`src/design/attr_service_pkg.sv`:
```
// package for the attribute service handler: service codes, error codes,
// request/response carriers and attribute table sizing.
// assumes one synchronous clock domain around every user.
package attr_service_pkg;

  // ==========================================================
  // service codes
  localparam logic [7:0] SVC_READ_SINGLE = 8'h0E;
  localparam logic [7:0] SVC_WRITE_SINGLE = 8'h10;
  localparam logic [7:0] SVC_NEG_RESPONSE = 8'h14;
  localparam logic [7:0] SVC_RESTORE = 8'h15;
  localparam logic [7:0] SVC_SAVE = 8'h16;
  localparam logic [7:0] SVC_NULL_REQUEST = 8'h17;
  localparam logic [7:0] REPLY_BIT = 8'h80;

  // ==========================================================
  // general and additional error codes
  localparam logic [7:0] ERR_RESOURCE = 8'h02;
  localparam logic [7:0] ERR_NOT_SUPPORTED = 8'h08;
  localparam logic [7:0] ERR_INVALID_VALUE = 8'h09;
  localparam logic [7:0] ERR_NOT_SETTABLE = 8'h0E;
  localparam logic [7:0] ERR_ATTR_UNSUPPORTED = 8'h14;
  localparam logic [7:0] ADD_NONE = 8'hFF;

  // ==========================================================
  // attribute table sizing and reset contents
  localparam int ATTR_COUNT = 8;
  localparam logic [7:0] ATTR_RESET = 8'h00;
  localparam logic [7:0] ATTR_LIMIT_DEFAULT = 8'hFF;

  typedef struct packed {
    logic [7:0] service;
    logic [7:0] attribute_selector;
    logic [7:0] value;
  } request_s;

  typedef struct packed {
    logic [7:0] service;
    logic [7:0] general_code;
    logic [7:0] additional_code;
    logic [7:0] value;
    logic has_value;
  } response_s;

endpackage

```
`src/design/attr_checker.sv`:
```
// value check for one attribute: bounded by a per-attribute upper limit.
// assumes limit vector is static configuration.
`timescale 1ns/10ps
module attr_checker
  import attr_service_pkg::*;
#(
  parameter int COUNT = ATTR_COUNT
) (
  input wire logic [7:0] selector,
  input wire logic [7:0] value,
  input wire logic [COUNT*8-1:0] limits,
  output logic ok
);
  // selectors are one byte wide
  if (COUNT < 1 || COUNT > 255) begin : g_bad_count
    $error("checker size out of range");
  end

  always_comb begin
    ok = 1'b0;
    for (int i = 0; i < COUNT; i++) begin
      if (selector == 8'(i)) begin
        ok = (value <= limits[i*8 +: 8]);
      end
    end
  end
endmodule // attr_checker

```
`src/design/attr_store.sv`:
```
// storage area that save writes and restore reads, with readback check.
// assumes one write per clock and combinational read.
`timescale 1ns/10ps
module attr_store
  import attr_service_pkg::*;
#(
  parameter int COUNT = ATTR_COUNT
) (
  input wire logic clk_sys,
  input wire logic nrst,
  input wire logic wr_en,
  input wire logic [7:0] wr_idx,
  input wire logic [7:0] wr_data,
  input wire logic [7:0] rd_idx,
  output logic [7:0] rd_data
);
  // a single slot would leave no index bits to slice
  if (COUNT < 2 || COUNT > 255) begin : g_bad_count
    $error("storage size out of range");
  end

  logic [7:0] mem [COUNT];

  always_ff @(posedge clk_sys or negedge nrst) begin
    if (!nrst) begin
      for (int i = 0; i < COUNT; i++) begin
        mem[i] <= ATTR_RESET;
      end
    end else if (wr_en && wr_idx < 8'(COUNT)) begin
      mem[wr_idx[$clog2(COUNT)-1:0]] <= wr_data;
    end
  end

  assign rd_data = (rd_idx < 8'(COUNT)) ? mem[rd_idx[$clog2(COUNT)-1:0]] : 8'h00;
endmodule // attr_store

```
`src/design/attribute_service_handler.sv`:
```
// attribute service handler: executes single read/write, restore, save
// and null requests on a small attribute table, answering each request.
// assumes requester holds req until req_ready and takes rsp when valid.
// Contract
// - read-single request 0E returns selected attribute's current contents.
// - read-single: error gives negative response, success carries value.
// - write-single 10 checks value first; failed check gives negative response.
// - negative code 14 only appears in responses to received requests.
// - negative data: general error byte then additional code byte.
// - additional code is 255 when no extra detail exists.
// - restore 15 copies storage area into active attributes.
// - restore checks all stored values first; changes only if all pass.
// - failed restore check reports first failing attribute as additional code.
// - other restore errors give negative response.
// - all checks pass: update active attributes, then respond success.
// - save 16 copies active attributes into storage area.
// - save succeeds only after copy done and verified; errors negative.
// - null request 17 only responds, no other internal action.
// - null request succeeds if supported, else negative response.
// - unimplemented service reports general error 08.
// - invalid write or restore value reports general error 09.
`timescale 1ns/10ps
module attribute_service_handler
  import attr_service_pkg::*;
#(
  parameter int COUNT = ATTR_COUNT,
  parameter logic [COUNT-1:0] WRITABLE = '1,
  parameter logic [COUNT*8-1:0] LIMITS = {COUNT{ATTR_LIMIT_DEFAULT}},
  parameter bit NULL_SUPPORTED = 1'b1
) (
  input wire logic clk_sys,
  input wire logic nrst,
  input wire logic req_valid,
  input wire request_s req,
  output logic req_ready,
  output logic rsp_valid,
  output response_s rsp,
  input wire logic rsp_ready,
  output logic [COUNT*8-1:0] active_attrs
);

  // ==========================================================
  // parameter checks
  // selectors and the scan index are one byte, so 255 attributes at most
  if (COUNT < 2 || COUNT > 255) begin : g_bad_count
    $error("attribute count out of range");
  end

  localparam int IW = $clog2(COUNT);

  typedef enum logic [2:0] {
    ST_IDLE = 3'b000,
    ST_VERIFY = 3'b001,
    ST_COPY_IN = 3'b010,
    ST_SAVE = 3'b011,
    ST_SAVE_CHECK = 3'b100,
    ST_REPLY = 3'b101
  } state_e;

  state_e state;
  request_s cur;
  logic [7:0] idx;
  logic [7:0] active [COUNT];
  logic [7:0] store_rd;
  logic store_wr;
  logic [7:0] chk_sel;
  logic [7:0] chk_val;
  logic chk_ok;
  logic last_idx;

  // ==========================================================
  // helpers
  function automatic logic sel_valid(input logic [7:0] sel);
    return sel < 8'(COUNT);
  endfunction

  function automatic logic [7:0] step(input logic [7:0] i);
    return i + 8'h01;
  endfunction

  function automatic response_s neg(input logic [7:0] svc, input logic [7:0] gen,
                                    input logic [7:0] add);
    response_s r;
    r.service = SVC_NEG_RESPONSE;
    r.general_code = gen;
    r.additional_code = add;
    r.value = svc;
    r.has_value = 1'b0;
    return r;
  endfunction

  function automatic response_s ok(input logic [7:0] svc, input logic [7:0] val,
                                   input logic has);
    response_s r;
    r.service = svc | REPLY_BIT;
    r.general_code = 8'h00;
    r.additional_code = 8'h00;
    r.value = val;
    r.has_value = has;
    return r;
  endfunction

  assign last_idx = (idx == 8'(COUNT - 1));
  // handshakes come from the state alone, so neither waits on the other side
  assign req_ready = (state == ST_IDLE);
  assign rsp_valid = (state == ST_REPLY);
  assign store_wr = (state == ST_SAVE);

  // the checker serves the write request and the restore scan in turn
  assign chk_sel = (state == ST_IDLE) ? req.attribute_selector : idx;
  assign chk_val = (state == ST_IDLE) ? req.value : store_rd;

  attr_checker #(
    .COUNT(COUNT)
  ) u_check (
    .selector(chk_sel),
    .value(chk_val),
    .limits(LIMITS),
    .ok(chk_ok)
  );

  attr_store #(
    .COUNT(COUNT)
  ) u_store (
    .clk_sys(clk_sys),
    .nrst(nrst),
    .wr_en(store_wr),
    .wr_idx(idx),
    .wr_data(active[idx[IW-1:0]]),
    .rd_idx(idx),
    .rd_data(store_rd)
  );

  always_comb begin
    for (int i = 0; i < COUNT; i++) begin
      active_attrs[i*8 +: 8] = active[i];
    end
  end

  // ==========================================================
  // sequencer and response
  always_ff @(posedge clk_sys or negedge nrst) begin
    if (!nrst) begin
      state <= ST_IDLE;
      cur <= '0;
      rsp <= '0;
    end else begin
      case (state)
        ST_IDLE: begin
          if (req_valid) begin
            cur <= req;
            state <= ST_REPLY;
            case (req.service)
              SVC_READ_SINGLE: begin
                if (sel_valid(req.attribute_selector)) begin
                  rsp <= ok(req.service, active[req.attribute_selector[IW-1:0]], 1'b1);
                end else begin
                  rsp <= neg(req.service, ERR_ATTR_UNSUPPORTED, ADD_NONE);
                end
              end
              SVC_WRITE_SINGLE: begin
                if (!sel_valid(req.attribute_selector)) begin
                  rsp <= neg(req.service, ERR_ATTR_UNSUPPORTED, ADD_NONE);
                end else if (!WRITABLE[req.attribute_selector[IW-1:0]]) begin
                  rsp <= neg(req.service, ERR_NOT_SETTABLE, ADD_NONE);
                end else if (!chk_ok) begin
                  rsp <= neg(req.service, ERR_INVALID_VALUE, ADD_NONE);
                end else begin
                  rsp <= ok(req.service, 8'h00, 1'b0);
                end
              end
              SVC_RESTORE: begin
                state <= ST_VERIFY;
              end
              SVC_SAVE: begin
                state <= ST_SAVE;
              end
              SVC_NULL_REQUEST: begin
                if (NULL_SUPPORTED) begin
                  rsp <= ok(req.service, 8'h00, 1'b0);
                end else begin
                  rsp <= neg(req.service, ERR_NOT_SUPPORTED, ADD_NONE);
                end
              end
              default: begin
                rsp <= neg(req.service, ERR_NOT_SUPPORTED, ADD_NONE);
              end
            endcase
          end
        end
        ST_VERIFY: begin
          if (!chk_ok) begin
            rsp <= neg(cur.service, ERR_INVALID_VALUE, idx);
            state <= ST_REPLY;
          end else if (last_idx) begin
            state <= ST_COPY_IN;
          end
        end
        ST_COPY_IN: begin
          if (last_idx) begin
            rsp <= ok(cur.service, 8'h00, 1'b0);
            state <= ST_REPLY;
          end
        end
        ST_SAVE: begin
          // one cycle for the write, the next for its readback
          state <= ST_SAVE_CHECK;
        end
        ST_SAVE_CHECK: begin
          if (store_rd != active[idx[IW-1:0]]) begin
            rsp <= neg(cur.service, ERR_RESOURCE, idx);
            state <= ST_REPLY;
          end else if (last_idx) begin
            rsp <= ok(cur.service, 8'h00, 1'b0);
            state <= ST_REPLY;
          end else begin
            state <= ST_SAVE;
          end
        end
        ST_REPLY: begin
          if (rsp_ready) begin
            state <= ST_IDLE;
          end
        end
        default: begin
          rsp <= neg(cur.service, ERR_RESOURCE, ADD_NONE);
          state <= ST_REPLY;
        end
      endcase
    end
  end

  // ==========================================================
  // scan index
  // one walker serves the restore check, the restore copy and the save,
  // so every scan starts from attribute zero once the request is taken
  always_ff @(posedge clk_sys or negedge nrst) begin
    if (!nrst) begin
      idx <= 8'h00;
    end else begin
      case (state)
        ST_IDLE: begin
          idx <= 8'h00;
        end
        ST_VERIFY: begin
          // a failing attribute keeps its index for the additional code
          if (chk_ok) begin
            idx <= last_idx ? 8'h00 : step(idx);
          end
        end
        ST_COPY_IN: begin
          if (!last_idx) begin
            idx <= step(idx);
          end
        end
        ST_SAVE_CHECK: begin
          if (!last_idx && store_rd == active[idx[IW-1:0]]) begin
            idx <= step(idx);
          end
        end
        default: begin
          idx <= idx;
        end
      endcase
    end
  end

  // ==========================================================
  // active attribute area
  // a write lands on the edge that takes it, so its answer already sees it
  always_ff @(posedge clk_sys or negedge nrst) begin
    if (!nrst) begin
      for (int i = 0; i < COUNT; i++) begin
        active[i] <= ATTR_RESET;
      end
    end else if (state == ST_IDLE && req_valid && req.service == SVC_WRITE_SINGLE
                 && sel_valid(req.attribute_selector)
                 && WRITABLE[req.attribute_selector[IW-1:0]] && chk_ok) begin
      active[req.attribute_selector[IW-1:0]] <= req.value;
    end else if (state == ST_COPY_IN) begin
      active[idx[IW-1:0]] <= store_rd;
    end
  end

endmodule // attribute_service_handler

```
`config.mk`:
```
export PLATFORM = sky130hd
export DESIGN_NAME = attribute_service_handler
export DESIGN_NICKNAME = d
export VERILOG_FILES = /design/src/design/attr_service_pkg.sv /design/src/design/attr_checker.sv /design/src/design/attr_store.sv /design/src/design/attribute_service_handler.sv
export SDC_FILE = /design/constraint.sdc
export NUM_CORES = 1
export LEC_CHECK = 0
export BUFFER_PORTS_ARGS = -buffer_cell sky130_fd_sc_hd__buf_2
export CELL_PAD_IN_SITES_DETAIL_PLACEMENT = 1
export CELL_PAD_IN_SITES_GLOBAL_PLACEMENT = 1
export CORE_MARGIN = 1
export CORE_UTILIZATION = 49
export DETAILED_ROUTE_END_ITERATION = 8
export PLACE_DENSITY_LB_ADDON = 0.12
export SYNTH_ARGS = -nofsm -noshare
export SYNTH_HDL_FRONTEND = slang
export SYNTH_SLANG_ARGS = --single-unit
```
`constraint.sdc`:
```
create_clock -name clk_sys -period 6.7 [get_ports clk_sys]
set_input_delay 0.335 -clock clk_sys [delete_from_list [all_inputs] [get_ports clk_sys]]
set_output_delay 0.335 -clock clk_sys [all_outputs]
set_load 0.01 [all_outputs]
```
# Word level (Yosys, flattened, before mapping)
# Memory sizes are Yosys's and may differ from the RTL's.
# Cells that the tools add are included.
# W data, S select, Z words.
dict set report classes {
  n_addsub 1
  order_cmp 8
  eq_ne 29
  mux 54
  bitwise_logic 3
  reduce_logical 20
}
# cell n
set op_table {}
lappend op_table {{$mux W33} 8}
lappend op_table {{$bwmux W64} 3}
lappend op_table {{$pmux W33 S5} 1}
lappend op_table {{$pmux W33 S4} 1}
lappend op_table {{$mux W64} 2}
lappend op_table {{$mux W8} 15}
lappend op_table {{$bmux W8 S3} 3}
lappend op_table {{$demux W8 S3} 2}
lappend op_table {{$eq A8 B3 Y1 const B} 5}
lappend op_table {{$eq A8 B5 Y1 const B} 4}
lappend op_table {{$pmux W8 S4} 1}
lappend op_table {{$mux W3} 7}
lappend op_table {{$pmux W3 S6} 1}
lappend op_table {{$eq A8 B2 Y1 const B} 2}
lappend op_table {{$lt A8 B4 Y1 const B} 2}
lappend op_table {{$ne A2 B2 Y1 const B} 7}
lappend op_table {{$reduce_and A4 Y1} 3}
lappend op_table {{$logic_and A1 B1 Y1} 9}
lappend op_table {{$mux W1} 9}
lappend op_table {{$add A8 B1 Y8 const B} 1}
lappend op_table {{$eq A8 B1 Y1 const B} 1}
lappend op_table {{$eq A8 B4 Y1 const B} 1}
lappend op_table {{$eq A8 B8 Y1} 1}
lappend op_table {{$ge A4 B4 Y1 const B} 2}
lappend op_table {{other kinds (19)} 24}
dict set report totals {
  ff_bits 180
  romBits 8
  in_bits 28
  out_inout_bits 99
  wordCells 140
  n_memories 1
}
# memory words width read_ports rd_clocked_by_memory_dff wr line
set memory_table {}
lappend memory_table {{(name not given)} 8 1 1 0 0 attribute_service_handler.sv:278} ;# && WRITABLE[req.attribute_selector[IW-1:0]] && chk_ok) begin

# Longest topological paths before layout
dict set report depth {
  word_depth 21
  ltp_mapped 12
}

# Cells and area by module
# From an unflattened synthesis, not the netlist that was laid out.
dict set report unflattened {
  hier_cells 1327
  area_unflattened_um2 12233.0
}
# module n_inst cells_each area_per_inst_um2 seq_area_each_um2
set by_module_without_submodules {}
lappend by_module_without_submodules {attribute_service_handler 1 898 7543.5 2902.8}
lappend by_module_without_submodules {attr_store 1 193 2996.6 1601.5}
lappend by_module_without_submodules {attr_checker 1 236 1692.9 0.0}

# Least setup slack after synthesis
# OpenSTA, ideal clock, no wires.
dict set report synth_path {
  kind {register to register}
  start {register idx[0]}
  end {register idx[4]}
  arrival_ps 2973
  setup_slack_ps 3644
  path_stages_with_launch 10
  n_path_buf 2
  period_less_slack_ps 3056
  cell_sequence {dfrtp_1 > buf_6 > buf_8 > mux4_1 > mux2i_1 > xnor2_1 > nand4_2 > o41a_4 > or4_1 > o21ai_0}
}
dict set report synth_between {
  elab_chain_cells 17
  elab_cells_between_ends 42
  cone_classes {1 x add/sub; 2 x order compare; 12 x eq/ne; 22 x mux; 1 x bitwise; 4 x reduce/logical}
}
# element line
set synth_lines {}
lappend synth_lines {{start, declared} attribute_service_handler.sv:62} ;# logic [7:0] idx;
lappend synth_lines {{start signal, assigned} attribute_service_handler.sv:248} ;# idx <= last_idx ? 8'h00 : step(idx);
lappend synth_lines {{start signal, assigned} attribute_service_handler.sv:253} ;# idx <= step(idx);
lappend synth_lines {{start signal, assigned} attribute_service_handler.sv:258} ;# idx <= step(idx);
lappend synth_lines {{$not A3 Y4 (implied by the code)} {attr_store.sv:34, attribute_service_handler.sv:257}}
lappend synth_lines {{$bmux W8 S3} attr_store.sv:34} ;# assign rd_data = (rd_idx < 8'(COUNT)) ? mem[rd_idx[$clog2(COUNT)-1:0]] : 8'h00;
lappend synth_lines {{$mux W8 (implied by the code) (2 in series)} attr_store.sv:34}
lappend synth_lines {{$mux W8} attr_store.sv:34}
lappend synth_lines {{$mux W8} attribute_service_handler.sv:111} ;# assign chk_val = (state == ST_IDLE) ? req.value : store_rd;
lappend synth_lines {{$le A8 B8 Y1} attr_checker.sv:23} ;# ok = (value <= limits[i*8 +: 8]);
lappend synth_lines {{$mux W1 (8 in series)} attr_checker.sv:22} ;# if (selector == 8'(i)) begin
lappend synth_lines {{$ne A2 B2 Y1 (no line)} -}
lappend synth_lines {{$reduce_and A4 Y1 (no line)} -}
# Parallel ways exist; a longest one is shown, timed or not. The select of a mux whose other input is x is not followed.
# A chain may end at the register's enable or synchronous reset.

# Final worst setup path
dict set report layout_path {
  start {register idx[0]}
  end {register idx[5]}
}
# The elaborated chain is that of the path after synthesis.

==> impl_metrics.toml <==
[timing]
finalHoldViolations = 0
period_share_pct = 62.5
setup-tns-final_ns = 0
fmaxAchievable_ghz = 0.239
max_slew_margin_pct = 0.161
skew_ns = 0.0103
period_minus_slack_ns = 4.19
grt_setup_unrepaired = "false"
final-setup-viol-count = 0
slew_violations = 0
worst_slew_pin_slew_ns = 1.48

[global_route]
grt_pass1_wl_um = 53800
grt_pass1_vias = 9094
antenna_found_initial = 3
grt_overflow = 0
grt_usage_pct = 35.4
grt_max_degree = 65

[die]
num_rows = 51
dieArea_sq_mm = 0.0205
die_h_um = 143
die_w_um = 143
start_util_pct = 50.1
core-area_sq_mm = 0.0195
pin_count = 127

[cts]
cts_resized = 0
numCtsBuffers = 17
cts_sinks = 180
worstSkewPairLatency_ns = 0.43
cts_root_buffer = "clkbuf_16"
path_clk_slew_ns = 0.07
cts_tree = "done"
htree_levels = 4
cts_max_path_buffers = 2

[yosys]
synth_edf_count = 0
synth_top_family_by_area = "compound AO/OA/AOI/OAI gates"
netlist.area_leader.share_pct = 46.1
synth-compound-area-share_pct = 22.8
synth_largest_area_cell = "dfrtp_1"
synth.most_common_cell = "dfrtp_1"
synth_warnings = 0
netlist_area_sq_mm = 0.00978
yosys-top-cells-area = "dfrtp_1, o21ai_0, mux2_2"
synthFlopType = "dfrtp_1"
synthSimpleGateAreaFrac_pct = 14.1
synth_fa_ha_area_share_pct = 0.230
async_flop_share_pct = 100
synth_sequential_area_ratio_pct = 46.1
syn_inst = 985
synth_area_per_cell_sq_um = 9.93
synth.distinct_cells = 80
synth_nets = 1014
muxShareOfSynthArea_pct = 12.3
ys_seq_elements = 180
synth-xor-area-share_pct = 0.806
ys_top_cells_by_count = "dfrtp_1, nand2_1, nor2_1"

[finish]
instances_no_fill = 1361
fin_nets = 1109
drive_gt1_share_pct = 22.5
area_growth_pct = 13.7

[status]
violations = "max-capacitance violations"
outcome = "finished, violations left"

[worst_setup_path]
r2r-start = "idx[0]$_DFFE_PN0P_"
r2r_end = "idx[5]$_DFFE_PN0P_"
endpoint = "idx[5]$_DFFE_PN0P_"
rr_worst_depth = 8
path_delay_family = "multiplexers"
crit_required_ns = 7.01
crit_path_top_delay_cell = "o41ai_1"
rrSetupSlack_ns = 2.51
cp-startpoint = "idx[0]$_DFFE_PN0P_"
endpoint_kind = "register"
path_common_cell = "mux2i_1"
crit_chain = "buf_4 > mux4_1 > mux2i_1 > xnor2_1 > nand4_2 > o41ai_1 > nand4_1 > mux2i_1"
critPathLaunchType = "register"
cp_slowest_stage_delay_ns = 0.83
crit_cells = 8
cp.arrival_ns = 4.50
crit_buf_inv = 1
crit_type = "register to register"
crit_fanout = 29

[routing]
avgViaCountPerCell = 6.65
drt_wl_total_um = 35200
wire_per_inst_um = 25.9
drt.antenna.violating_nets = 0
drc = 0
drt_iter0_drc = 658
first_pass_iters = 7
num_vias = 9051

[pwr]
power.density_mw_per_mm2 = 415
p_leak_uw = 0.00504
vdd_drop_max_v = 0.000213

[placement]
placed_cells = 1325
gp_congestion = 0.911
hpwl_um = 24200
port-buffer-count = 126

[job]
cap_violations = 1

[worst_hold_path]
hp-class = "input pin to register"
## what timing repair did
action                                 4_1_cts  5_1_grt
endpoints found under the hold margin       62        0
hold buffers                                 1        0
buffers inserted                             0        0
## placed cells by master (no fill, tap or decap), drive strengths merged, types with 4 or more instances in the layout
master   synthesis  routed
o22ai           16      16
o32a             4       4
and2            11      11
mux4            18      18
inv             14      19
or3              4       4
nor3            20      20
and3             5       5
buf             27     139
a2bb2oi          5       5
o21ai           98      98
a221o           14      14
or4              4       4
o221ai           6       6
a211oi           6       6
clkinv           1       5
a31oi            5       5
o2bb2ai         17      17
nor2b            7       7
nand2b          11      11
o211ai           5       5
clkbuf          37      20
nor2            99      99
o31ai            4       4
a21oi           70      70
nand3            7       7
a2111oi          5       5
mux2            43      43
a221oi           6       6
nand2          100     100
xnor2            7       7
mux2i           27      27
dfrtp          180     180
a22oi           44      44
nand4            8       8
## flip-flops by register name, indices dropped and copies added (netlist names)
register / cells
active_attrs: 64
cur: 8
rsp: 33
u_store.mem: 64
idx: 8
state: 3
## per-layer routing
layer / share of wire (%) / routed length [um] / global-route usage [%]
met4: 3.7 / 1290 / 15.4
met1: 42 / 14800 / 47.7
met2: 46 / 16200 / 55.3
met5: 0.037 / 13 / 0
met3: 8.3 / 2910 / 7.34
## cell type report
class                   count  area [sq um]
multi-input cells         726          4920
clock buffers              20           457
well taps                 265           332
clock inverters            12          93.8
inverters                  15          56.3
flip-flops and latches    180          4510
diodes                      3          7.51
fillers                  2237          8410
repair buffers            140           744
## metrics by stage
step / worst slack (ns) / total power [uW] / hold slack (ns) / cell area (sq um) / util [%]
3_3_place_gp: 2.66 / 3570 / 0.370 / 10500 / 54.0
2_1_floorplan: 3.64 / 2960 / 0.0394 / 9780 / -
6_report: 2.51 / 4620 / 0.183 / 11100 / 56.9
5_1_grt: 2.26 / 4860 / 0.195 / 11100 / 56.9
3_5_place_dp: 2.55 / 3630 / 0.372 / 10500 / 54.0
4_1_cts: 2.54 / 4590 / 0.177 / 11100 / 56.9
## cell families after synthesis
kind of cell               count (synthesis)
muxes                                     88
adders and majority gates                  2
xor gates and xnor gates                   9
buffers and inverters                     79
and+or+nand+nor                          293
AOI/OAI and AO/OA                        334
DFF                                      180
## power by group
| group | internal, uW | switching [uW] | leakage [uW] |
|---|---|---|---|
| Sequential | 1350 | 300 | 0.00241 |
| Combinational | 739 | 1270 | 0.00236 |
| Clock | 501 | 461 | 0.000264 |
## worst min path at each step
stage             from                           to  slack (ns)  cells after the start
5_1_grt        req[21]          cur[21]$_DFFE_PN0P_        0.19                      2
4_1_cts        req[21]          cur[21]$_DFFE_PN0P_        0.18                      2
3_5_place_dp      nrst          rsp[14]$_DFFE_PN0P_        0.37                      1
3_3_place_gp      nrst          rsp[13]$_DFFE_PN0P_        0.37                      1
2_1_floorplan     nrst  active_attrs[0]$_DFFE_PN0P_        0.04                      0
6_report       req[21]          cur[21]$_DFFE_PN0P_        0.18                      2
Power figures use the tool's default switching activity.
